## config.mk

```make
export PLATFORM = sky130hd
export DESIGN_NAME = aafc_ctrl
export DESIGN_NICKNAME = d
export VERILOG_FILES = /design/src/rtl/aafc_ctrl.v
export VERILOG_INCLUDE_DIRS = /design/src /design/src/common
export SDC_FILE = /design/constraint.sdc
export NUM_CORES = 1
export LEC_CHECK = 0
export ABC_AREA = 1
export BUFFER_PORTS_ARGS = -buffer_cell sky130_fd_sc_hd__buf_2
export CAP_MARGIN = 5
export CORE_MARGIN = 4
export CORE_UTILIZATION = 50
export CTS_CLUSTER_DIAMETER = 60
export DETAILED_ROUTE_END_ITERATION = 8
export PLACE_DENSITY = 0.69
export SYNTH_ARGS = -nofsm -noshare
export SYNTH_HDL_FRONTEND = slang
export SYNTH_SLANG_ARGS = --single-unit
```

## constraint.sdc

```tcl
create_clock -name clk_sys -period 4.75 [get_ports clk_sys]
set_clock_uncertainty 0.1 [all_clocks]
set_input_delay 0.2375 -clock clk_sys [delete_from_list [all_inputs] [get_ports clk_sys]]
set_output_delay 0.2375 -clock clk_sys [all_outputs]
set_load 0.01 [all_outputs]
```

## src/common/aafc_defs.vh

```
// Constants for the converter accumulate, format and reference control block.
// Assumes an 8-bit special-function register space with byte-wide accesses.
`ifndef AAFC_DEFS_VH
`define AAFC_DEFS_VH

// Register addresses in the special-function register space
`define AAFC_ADDR_ACC_CFG     8'hBA
`define AAFC_ADDR_REF_CTRL    8'hD1
`define AAFC_ADDR_RESULT_LO   8'hC4
`define AAFC_ADDR_RESULT_HI   8'hC5

// Reset values
`define AAFC_ACC_CFG_RESET    8'h00
`define AAFC_REF_CTRL_RESET   8'h18

// Accumulator configuration fields
`define AAFC_TWELVE_BIT       7
`define AAFC_ACC_EN           6
`define AAFC_SJ_HI            5
`define AAFC_SJ_LO            3
`define AAFC_RPT_HI           2
`define AAFC_RPT_LO           0

// Reference control fields
`define AAFC_GND_REF          5
`define AAFC_VREF_HI          4
`define AAFC_VREF_LO          3
`define AAFC_TEMP_EN          2
`define AAFC_REF_WR_MASK      8'h3C

// Shift and justify codes
`define AAFC_SJ_RIGHT_MAX     3'h3
`define AAFC_SJ_LEFT          3'h4

// Left-justify shift amounts for 10-bit and 12-bit samples
`define AAFC_LJ_SHIFT_10      4'h6
`define AAFC_LJ_SHIFT_12      4'h4

`endif

```

## src/rtl/aafc_ctrl.v

```verilog
// Accumulate, format and reference control for a successive-approximation converter.
// Assumes a byte-wide special-function register port synchronous to clk_sys and a
// converter core that answers each conversion request with one conv_done pulse.
// Burst mode enable comes from a control register outside this block.
//
// Behaviour
// - Accumulator config bit 7 set enables twelve-bit mode, clear disables it.
// - Burst off: result holds latest conversion, or running sum when accumulate set.
// - Writing zero to both result bytes clears the sum; accumulation restarts.
// - Accumulate-enable bit is write-only and always reads zero.
// - Shift-justify 000-011 right justify shifted 0-3; 100 left justify unshifted.
// - In burst mode repeat codes 000-101 select 1,4,8,16,32,64 summed conversions.
// - Reference control bit 5 selects ground pin (0) or analog-ground pin (1).
// - Bits 4:3 select external, supply, 1.8 V digital or 1.65 V internal reference.
// - Reference control bit 2 enables the internal temperature sensor.
// - Reference control bits 7:6 and 1:0 read zero and ignore writes.
`timescale 1ns/1ns
`include "aafc_defs.vh"

module aafc_ctrl #(
    parameter SUM_W = 16
) (
    // Clock and reset
    input  wire             clk_sys,
    input  wire             sys_rst,
    // Special-function register port
    input  wire [7:0]       sfr_addr,
    input  wire             sfr_wr,
    input  wire             sfr_rd,
    input  wire [7:0]       sfr_wdata,
    output reg  [7:0]       sfr_rdata,
    // Converter core
    input  wire             burst_mode_en,
    input  wire             conv_start,
    output reg              conv_req,
    input  wire             conv_done,
    input  wire [11:0]      conv_data,
    output reg              burst_done,
    // Mode and reference controls
    output wire             twelve_bit_mode_en,
    output wire             ground_ref_sel,
    output wire [1:0]       voltage_ref_sel,
    output wire             temp_sensor_en
);

    localparam [2:0] ST_IDLE = 3'h1;
    localparam [2:0] ST_REQ  = 3'h2;
    localparam [2:0] ST_WAIT = 3'h4;

    reg  [7:0]       acc_cfg;
    reg  [7:0]       ref_ctrl;
    reg  [SUM_W-1:0] result;
    reg  [SUM_W-1:0] burst_sum;
    // Seven bits hold the longest burst of 64 conversions
    reg  [6:0]       burst_left;
    reg  [2:0]       state;
    reg  [2:0]       next_state;

    wire             accumulate_en      = acc_cfg[`AAFC_ACC_EN];
    wire [2:0]       shift_justify_sel  = acc_cfg[`AAFC_SJ_HI:`AAFC_SJ_LO];
    wire [2:0]       burst_repeat_count = acc_cfg[`AAFC_RPT_HI:`AAFC_RPT_LO];

    ////////////////////////////////////////////////////////////////////////////
    // Register writes

    // Result bytes are writable so software can clear a running sum
    wire wr_cfg    = sfr_wr && (sfr_addr == `AAFC_ADDR_ACC_CFG);
    wire wr_ref    = sfr_wr && (sfr_addr == `AAFC_ADDR_REF_CTRL);
    wire wr_res_lo = sfr_wr && (sfr_addr == `AAFC_ADDR_RESULT_LO);
    wire wr_res_hi = sfr_wr && (sfr_addr == `AAFC_ADDR_RESULT_HI);

    always @(posedge clk_sys or posedge sys_rst) begin
        if (sys_rst) begin
            acc_cfg  <= `AAFC_ACC_CFG_RESET;
            ref_ctrl <= `AAFC_REF_CTRL_RESET;
        end else begin
            // Accumulate enable is stored although it reads back as zero
            if (wr_cfg)
                acc_cfg <= sfr_wdata;
            if (wr_ref)
                ref_ctrl <= sfr_wdata & `AAFC_REF_WR_MASK;
        end
    end

    assign twelve_bit_mode_en = acc_cfg[`AAFC_TWELVE_BIT];
    assign ground_ref_sel     = ref_ctrl[`AAFC_GND_REF];
    assign voltage_ref_sel    = ref_ctrl[`AAFC_VREF_HI:`AAFC_VREF_LO];
    assign temp_sensor_en     = ref_ctrl[`AAFC_TEMP_EN];

    ////////////////////////////////////////////////////////////////////////////
    // Sample width and burst length

    // In ten-bit mode the two top sample bits are not part of the conversion
    wire [SUM_W-1:0] sample = twelve_bit_mode_en ? {{(SUM_W-12){1'b0}}, conv_data}
                                                 : {{(SUM_W-10){1'b0}}, conv_data[9:0]};

    function [6:0] repeat_len;
        input [2:0] code;
        begin
            case (code)
                3'h0:    repeat_len = 7'h01;
                3'h1:    repeat_len = 7'h04;
                3'h2:    repeat_len = 7'h08;
                3'h3:    repeat_len = 7'h10;
                3'h4:    repeat_len = 7'h20;
                3'h5:    repeat_len = 7'h40;
                // Reserved codes are never programmed; treat as one conversion
                default: repeat_len = 7'h01;
            endcase
        end
    endfunction

    ////////////////////////////////////////////////////////////////////////////
    // Burst sequencer

    // Outside burst the sequencer stays idle and the trigger passes straight through
    wire single_start = (state == ST_IDLE) && !burst_mode_en && conv_start;
    wire single_done  = (state == ST_IDLE) && !burst_mode_en && conv_done;
    wire burst_start  = (state == ST_IDLE) && burst_mode_en && conv_start;

    always @* begin
        next_state = state;
        case (state)
            ST_IDLE: begin
                if (burst_mode_en && conv_start)
                    next_state = ST_REQ;
            end
            ST_REQ: begin
                next_state = ST_WAIT;
            end
            ST_WAIT: begin
                if (conv_done)
                    next_state = (burst_left == 7'h01) ? ST_IDLE : ST_REQ;
            end
            default: begin
                next_state = ST_IDLE;
            end
        endcase
    end

    wire burst_last = (state == ST_WAIT) && conv_done && (burst_left == 7'h01);

    always @(posedge clk_sys or posedge sys_rst) begin
        if (sys_rst) begin
            state      <= ST_IDLE;
            burst_sum  <= {SUM_W{1'b0}};
            burst_left <= 7'h00;
            conv_req   <= 1'b0;
            burst_done <= 1'b0;
        end else begin
            state      <= next_state;
            // A start that arrives while a burst runs is dropped, not queued
            conv_req   <= (next_state == ST_REQ) || single_start;
            burst_done <= burst_last;
            if (burst_start) begin
                burst_sum  <= {SUM_W{1'b0}};
                burst_left <= repeat_len(burst_repeat_count);
            end else if ((state == ST_WAIT) && conv_done) begin
                burst_sum  <= burst_sum + sample;
                burst_left <= burst_left - 7'h01;
            end
        end
    end

    ////////////////////////////////////////////////////////////////////////////
    // Result register pair

    // A software write lands first; with accumulate set and burst off, a conversion in the same cycle adds onto it,
    // so a clear never loses the sample that arrives with it
    wire [SUM_W-1:0] result_base = {wr_res_hi ? sfr_wdata : result[15:8],
                                    wr_res_lo ? sfr_wdata : result[7:0]};

    // The sum is not saturated: a long twelve-bit burst wraps at 16 bits
    always @(posedge clk_sys or posedge sys_rst) begin
        if (sys_rst) begin
            result <= {SUM_W{1'b0}};
        end else if (burst_last) begin
            result <= burst_sum + sample;
        end else if (single_done) begin
            result <= accumulate_en ? (result_base + sample) : sample;
        end else begin
            result <= result_base;
        end
    end

    ////////////////////////////////////////////////////////////////////////////
    // Read formatting

    // Shifts act on the read path only; the stored sum keeps every bit
    // Left justification aligns a single sample's top bit with bit 15; it is
    // meaningless for accumulated sums, which overflow the shift
    wire [3:0]       lj_shift  = twelve_bit_mode_en ? `AAFC_LJ_SHIFT_12 : `AAFC_LJ_SHIFT_10;
    reg  [SUM_W-1:0] formatted;

    always @* begin
        case (shift_justify_sel)
            3'h0:          formatted = result;
            3'h1:          formatted = result >> 1;
            3'h2:          formatted = result >> 2;
            3'h3:          formatted = result >> 3;
            `AAFC_SJ_LEFT: formatted = result << lj_shift;
            // Reserved codes read back unformatted
            default:       formatted = result;
        endcase
    end

    // Read data is registered and holds until the next read strobe
    always @(posedge clk_sys or posedge sys_rst) begin
        if (sys_rst) begin
            sfr_rdata <= 8'h00;
        end else if (sfr_rd) begin
            case (sfr_addr)
                `AAFC_ADDR_ACC_CFG:   sfr_rdata <= acc_cfg & ~(8'h01 << `AAFC_ACC_EN);
                `AAFC_ADDR_REF_CTRL:  sfr_rdata <= ref_ctrl;
                `AAFC_ADDR_RESULT_LO: sfr_rdata <= formatted[7:0];
                `AAFC_ADDR_RESULT_HI: sfr_rdata <= formatted[15:8];
                default:              sfr_rdata <= 8'h00;
            endcase
        end
    end

endmodule

```

==> metrics.txt, run 1 <==
status finished clean; Detailed Route WL 16.35 mm; Resized Gates After CTS 0; FP Rows 37; Final ANT Viol Nets 0; crit start category register; setup_tns 0 ps; r2r setup slk 1930 ps; post-synth net total 855; WP data required 4900 ps; LEAKAGE 3.081 nW; Met1 Wirelength 7.120 mm; layout cells sized above 1 0.1192; unrepaired setup endpoints after global routing false; Num CTS Buffers 9; vias in the first global route 5389; worst r2r path cells 10; first-pass GRT wire length 26.53 mm; largest area contributor in the netlist dfrtp_1; Min-Delay Endpoint state[2]; latest clock arrival within the worst-skew pair 370 ps; I/O pin count 50; drt wl/cell 16.77 µm; initial cell density of the core 0.5164; slew at the pin closest to its max-slew limit 700.0 ps; number of vias per cell 5.727; # port buffers 49; largest net degree at the start of global routing 54; area delta synth->final 9.188%; CP cell instances nor2_1, nand2_1, nor2_4, inv_2, nor2_2, inv_2, o21ai_1, inv_1, nand3_1, nand2_1; Crit Path Category register to register; placer's final routability congestion estimate 0.9732; CTS H-Tree Depth 3; Detailed Route Iter0 Violations 402; dpl hpwl 12.76 mm; clk buf depth 2; FF-to-FF Start state[1]; Die Width 111.7 µm; final worst path period need 2822 ps; fin cells 975; Post-synth ARST share 1.000; synthesis-stage register bit count 64; Overall Global Routing Usage 0.2656; WHS Path Cells 2; highest routing layer actually used met4; number of flops mapped to enable cells by yosys 0; placed insts 958; PwrDens 376.6 nW/µm²; CTS Sinks 64; Mapped Area 5379 µm²; top post-synthesis cells by area dfrtp_1 (28%), nand2_1 (13%), inv_1 (7.1%); top_reg_cell synth dfrtp_1; initial antenna violation count 0; routed wl met3 830 µm; Reg area 1605 µm²; met2 WL 7.841 mm; most frequent cells in the layout nand2_1 (187), inv_1 (101), nor2_1 (66); first-pass detailed-route iteration total 5; worst path arrival time 2970 ps; CTS tree yes; Post-route DRC 0; reg2reg end result[14]; DP Area 5689 µm²; most common cell after layout, fill and taps aside nand2_1; Max-Cap Viols 0; fillcell total 1043; CP Max Fanout 21; Netlist cell types 48; CTS clk-pin slew, worst paths 80 ps; CP max stage delay 600 ps; Peak VDD IR 0.2728 mV; max-slew violation count 0; final hold vios 0; syn avg cell area 6.809 µm²; # diodes 0; Syn Inst Count 790; final setup fails 0; Worst Hold Class input pin to register; crit path capture type register; Layout Nets 899; HP Start conv_done; Die Area 12480 µm²; critical path's slowest cell nor2_2; fin crit share 0.5941; grt total ovfl 0; Rel. slew slack 0.5329; Chip Height 111.7 µm; Multi-input gate area 3228 µm²; YS warnings 0; DR vias 5584; FMAX 354.3 MHz; post-synthesis sequential area ratio 0.2984; core box area 10420 µm²; final non-filler cell area 5873 µm²; post-synth top area share 0.2838; Clock Root Buffer clkbuf_8
[synth_stat cells, types with 3 or more instances]
| library cell | count |
|---|---|
| ha_1 | 28 |
| o221ai_1 | 5 |
| a21o_1 | 5 |
| inv_2 | 9 |
| a22o_1 | 6 |
| buf_6 | 4 |
| nand3b_1 | 6 |
| nor3_1 | 4 |
| inv_1 | 102 |
| nor2_4 | 3 |
| nand3_1 | 61 |
| nand2_1 | 187 |
| a31oi_1 | 8 |
| nor2_1 | 66 |
| a21oi_1 | 55 |
| clkbuf_1 | 4 |
| o22ai_1 | 14 |
| o211ai_1 | 13 |
| o21ai_0 | 63 |
| nand4_1 | 8 |
| dfstp_2 | 3 |
| buf_2 | 9 |
| o21ai_1 | 17 |
| xor2_1 | 12 |
| xnor2_1 | 4 |
| dfrtp_1 | 61 |
[stage by stage]
stage / power [mW] / hold slack, ps / setup WS, ps / util
after detailed placement: 1.767 / 82.19 / 1754 / 0.5462
after global placement: 1.745 / 81.02 / 1829 / 0.5462
after floorplan: 1.503 / 248.1 / 2173 / -
after global routing: 2.392 / 19.07 / 1593 / 0.5638
final: 2.212 / 0.9132 / 1928 / 0.5638
after CTS: 2.198 / 10.55 / 1891 / 0.5638
[timing repair]
item | in CTS | in global routing
hold buffers | 1 | 0
buffers inserted | 0 | 0
hold endpoints to repair | 11 | 0
[layer usage]
layer  vias to the layer above  global-route usage
li1                       2729                   -
met1                      2611              0.3425
met2                       201              0.4416
met3                        43             0.04511
met4                         0              0.1095
met5                         -                   0
[worst max path at each step]
| stage | start | to | depth (start not counted) |
|---|---|---|---|
| after floorplan | sfr_addr[4] | result[8] | 22 |
| after global placement | sfr_addr[5] | result[8] | 23 |
| after detailed placement | sfr_addr[4] | result[8] | 23 |
| after CTS | state[1] | result[14] | 10 |
| after global routing | state[1] | result[14] | 10 |
| final | state[1] | result[14] | 10 |
[where the power goes]
part	internal (mW)	total, mW	switching [mW]
clock	0.203	0.437	0.234
sequential	0.651	0.744	0.0931
combinational	0.363	1.03	0.668
[flip-flops by register name, indices dropped and copies added, names as in the netlist]
name / cells
state: 3
burst_left: 7
ref_ctrl: 4
result: 16
conv_req: 1
burst_sum: 16
sfr_rdata: 8
burst_done: 1
acc_cfg: 8
[layout make-up]
type	count	area share
Timing Repair Buffer	52	0.04602
Tap cell	136	0.02897
Inverter	113	0.07243
Sequential cell	64	0.2733
Clock inverter	5	0.005539
Multi-Input combinational cell	594	0.5496
Clock buffer	11	0.02407
[worst max-delay path: cells and delay by family, from the launching register on]
family	cells	cell delay, ps
simple gates	6	1310
flops	1	420
buf+inv	3	640
compound gates	1	210
[kinds of logic after synthesis]
logic type,after synthesis,share of synthesized area
simple gates,351,0.2894
compound gates,197,0.2121
buf+inv,132,0.1014
flops,64,0.2984
fa+ha+maj,30,0.07258
xor+xnor,16,0.02605
(Power assumes the default switching activity.)
==> run 2: changes to the inputs <==
--- a/config.mk
+++ b/config.mk
@@ -13,7 +13,7 @@
 export CORE_UTILIZATION = 50
 export CTS_CLUSTER_DIAMETER = 60
 export DETAILED_ROUTE_END_ITERATION = 8
-export PLACE_DENSITY = 0.69
+export PLACE_DENSITY = 0.72
 export SYNTH_ARGS = -nofsm -noshare
 export SYNTH_HDL_FRONTEND = slang
 export SYNTH_SLANG_ARGS = --single-unit
==> constraint.sdc (replaced) <==
create_clock -name clk_sys -period 2.5 [get_ports clk_sys]
set_clock_uncertainty 0.1 [all_clocks]
set_input_delay 0.125 -clock clk_sys [delete_from_list [all_inputs] [get_ports clk_sys]]
set_output_delay 0.125 -clock clk_sys [all_outputs]
set_load 0.01 [all_outputs]
==> metrics.txt, run 2 (synthesis results as in run 1) <==
grt total ovfl 0 (unchanged); CTS H-Tree Depth 3 (unchanged); slew at the pin closest to its max-slew limit 560.9 ps (-139.1 ps); Top cell by count, worst path nand3_1; FMAX 425.7 MHz (+20%); most frequent cells in the layout nand2_1 (182), inv_1 (100), nor2_1 (66); CTS tree yes; clk buf depth 2 (unchanged); fillcell total 997 (-4.4%); WHS Path Cells 3 (+1); first-pass GRT wire length 28.52 mm (+7.5%); initial antenna violation count 0 (unchanged); CP cell instances inv_1, nand2_1, o21ai_1, inv_1, ha_1, nand2_1, nor2_1, nand3_1, nand3_1, nand3_1, nand2_1, nand3_1, nand3_1, nand2_1; core box area 10420 µm² (unchanged); # diodes 0 (unchanged); Regs by FF count burst_sum (16), result (16); FP Rows 37 (unchanged); CP max stage delay 430 ps (-170 ps); CTS Sinks 64 (unchanged); Tot Pwr 4.845 mW (+120%); Peak VDD IR 0.3903 mV (+43%); Overall Global Routing Usage 0.2821 (+0.01647); reg2reg end result[15]; Max-Cap Viols 0 (unchanged); status finished clean; drt wl/cell 16.72 µm (-0.31%); LEAKAGE 3.393 nW (+10%); final worst path period need 2349 ps (-472.8 ps); layout cells sized above 1 0.1913 (+0.07213); critical path's slowest cell dfrtp_1; Detailed Route Iter0 Violations 436 (+8.5%); crit start category register; Post-route DRC 0 (unchanged); Final ANT Viol Nets 0 (unchanged); worst r2r path cells 14 (+4); Crit Path Category register to register; crit path capture type register; Die Area 12480 µm² (unchanged); HP Start sfr_wdata[6]; worst hold margin 19.55 ps (+18.64 ps); Die Width 111.7 µm (unchanged); largest net degree at the start of global routing 52 (-3.7%); fin crit share 0.9397 (+0.3456); I/O pin count 50 (unchanged); number of vias per cell 5.529 (-3.5%); max-slew violation count 0 (unchanged); final setup fails 0 (unchanged); worst path arrival time 2510 ps (-460 ps); WP data required 2660 ps (-2240 ps); # port buffers 49 (unchanged); Rel. slew slack 0.6247 (+0.09182); first-pass detailed-route iteration total 5 (unchanged); dpl hpwl 13.58 mm (+6.4%); final hold vios 0 (unchanged); PwrDens 748.6 nW/µm² (+99%); DR vias 5722 (+2.5%); FF-to-FF Start result[3]; unrepaired setup endpoints after global routing true; Clock Root Buffer clkbuf_8; initial cell density of the core 0.5164 (unchanged); placer's final routability congestion estimate 0.9795 (+0.65%); Num CTS Buffers 9 (unchanged); vias in the first global route 5682 (+5.4%); CTS clk-pin slew, worst paths 90 ps (about the same); r2r setup slk 150 ps (-1780 ps); Layout Nets 959 (+6.7%); Min-Delay Endpoint acc_cfg[6]; area delta synth->final 20.31%; latest clock arrival within the worst-skew pair 360 ps (about the same); Chip Height 111.7 µm (unchanged); CP Max Fanout 4 (-81%); Worst Hold Class input pin to register; Detailed Route WL 17.30 mm (+5.8%); most common cell after layout, fill and taps aside nand2_1
## run 2: what timing repair did
item,4_1_cts,5_1_grt
buffers inserted,0,2
endpoints found under the setup margin,0,10
hold buffers,8,0
gates resized for setup,0,21
endpoints found under the hold margin,53,0
## run 2: how the worst max path moves through the flow
stage / start / to / slack (ps) / cells past startpoint
final: result[3] / result[15] / 150 / 14
after global placement: sfr_addr[4] / result[14] / -150 / 18
after detailed placement: sfr_addr[4] / result[8] / -260 / 23
after CTS: result[5] / result[15] / 70 / 15
after floorplan: sfr_addr[4] / result[8] / 40 / 22
after global routing: sfr_addr[4] / result[8] / -10 / 23
## run 2: report_power, final
part	switching, mW	internal (mW)	total (mW)
sequential	0.183	1.24	1.42
clock	0.483	0.574	1.06
combinational	1.40	0.966	2.37
total	2.07	2.78	4.84
## run 2: metal layers
| metal | vias to the layer above | wire length [µm] | global-route usage |
|---|---|---|---|
| met5 | - | 0 | 0 |
| met2 | 169 | 8061 | 0.4572 |
| met1 | 2666 | 7847 | 0.3865 |
| met4 | 0 | 465 | 0.1014 |
| li1 | 2850 | - | - |
| met3 | 37 | 927 | 0.03696 |
## run 2: metrics by stage
stage | utilization | instance area (µm²) | setup TNS, ps | std cells | setup slack, ps
floorplan | - | 5379 | 0 | 790 | 35.52
global placement | 0.5841 | 6085 | -910.2 | 1009 | -146.5
detailed placement | 0.5841 | 6085 | -1942 | 1009 | -257.8
CTS | 0.6136 | 6391 | 0 | 1033 | 74.00
global route | 0.6213 | 6471 | -11.29 | 1035 | -11.29
finish | 0.6213 | 6471 | 0 | 1035 | 150.7
## run 2: final cells by class
| cell class | count | area (µm²) | share of cell area |
|---|---|---|---|
| multi-input cells | 594 | 3289 | 0.5083 |
| flip-flops and latches | 64 | 1607 | 0.2483 |
| repair buffers | 112 | 750.7 | 0.1160 |
| inverters | 113 | 427.9 | 0.06613 |
| well taps | 136 | 170.2 | 0.02630 |
| clock buffers | 9 | 123.9 | 0.01914 |
| clock inverters | 7 | 102.6 | 0.01585 |
## run 2: worst max-delay path, delay by kind of cell (launching register included)
kind            cells  cell delay [ps]
simple gates       10             1090
buf+inv             2              210
flops               1              430
fa+ha+maj           1              330
compound gates      1              120
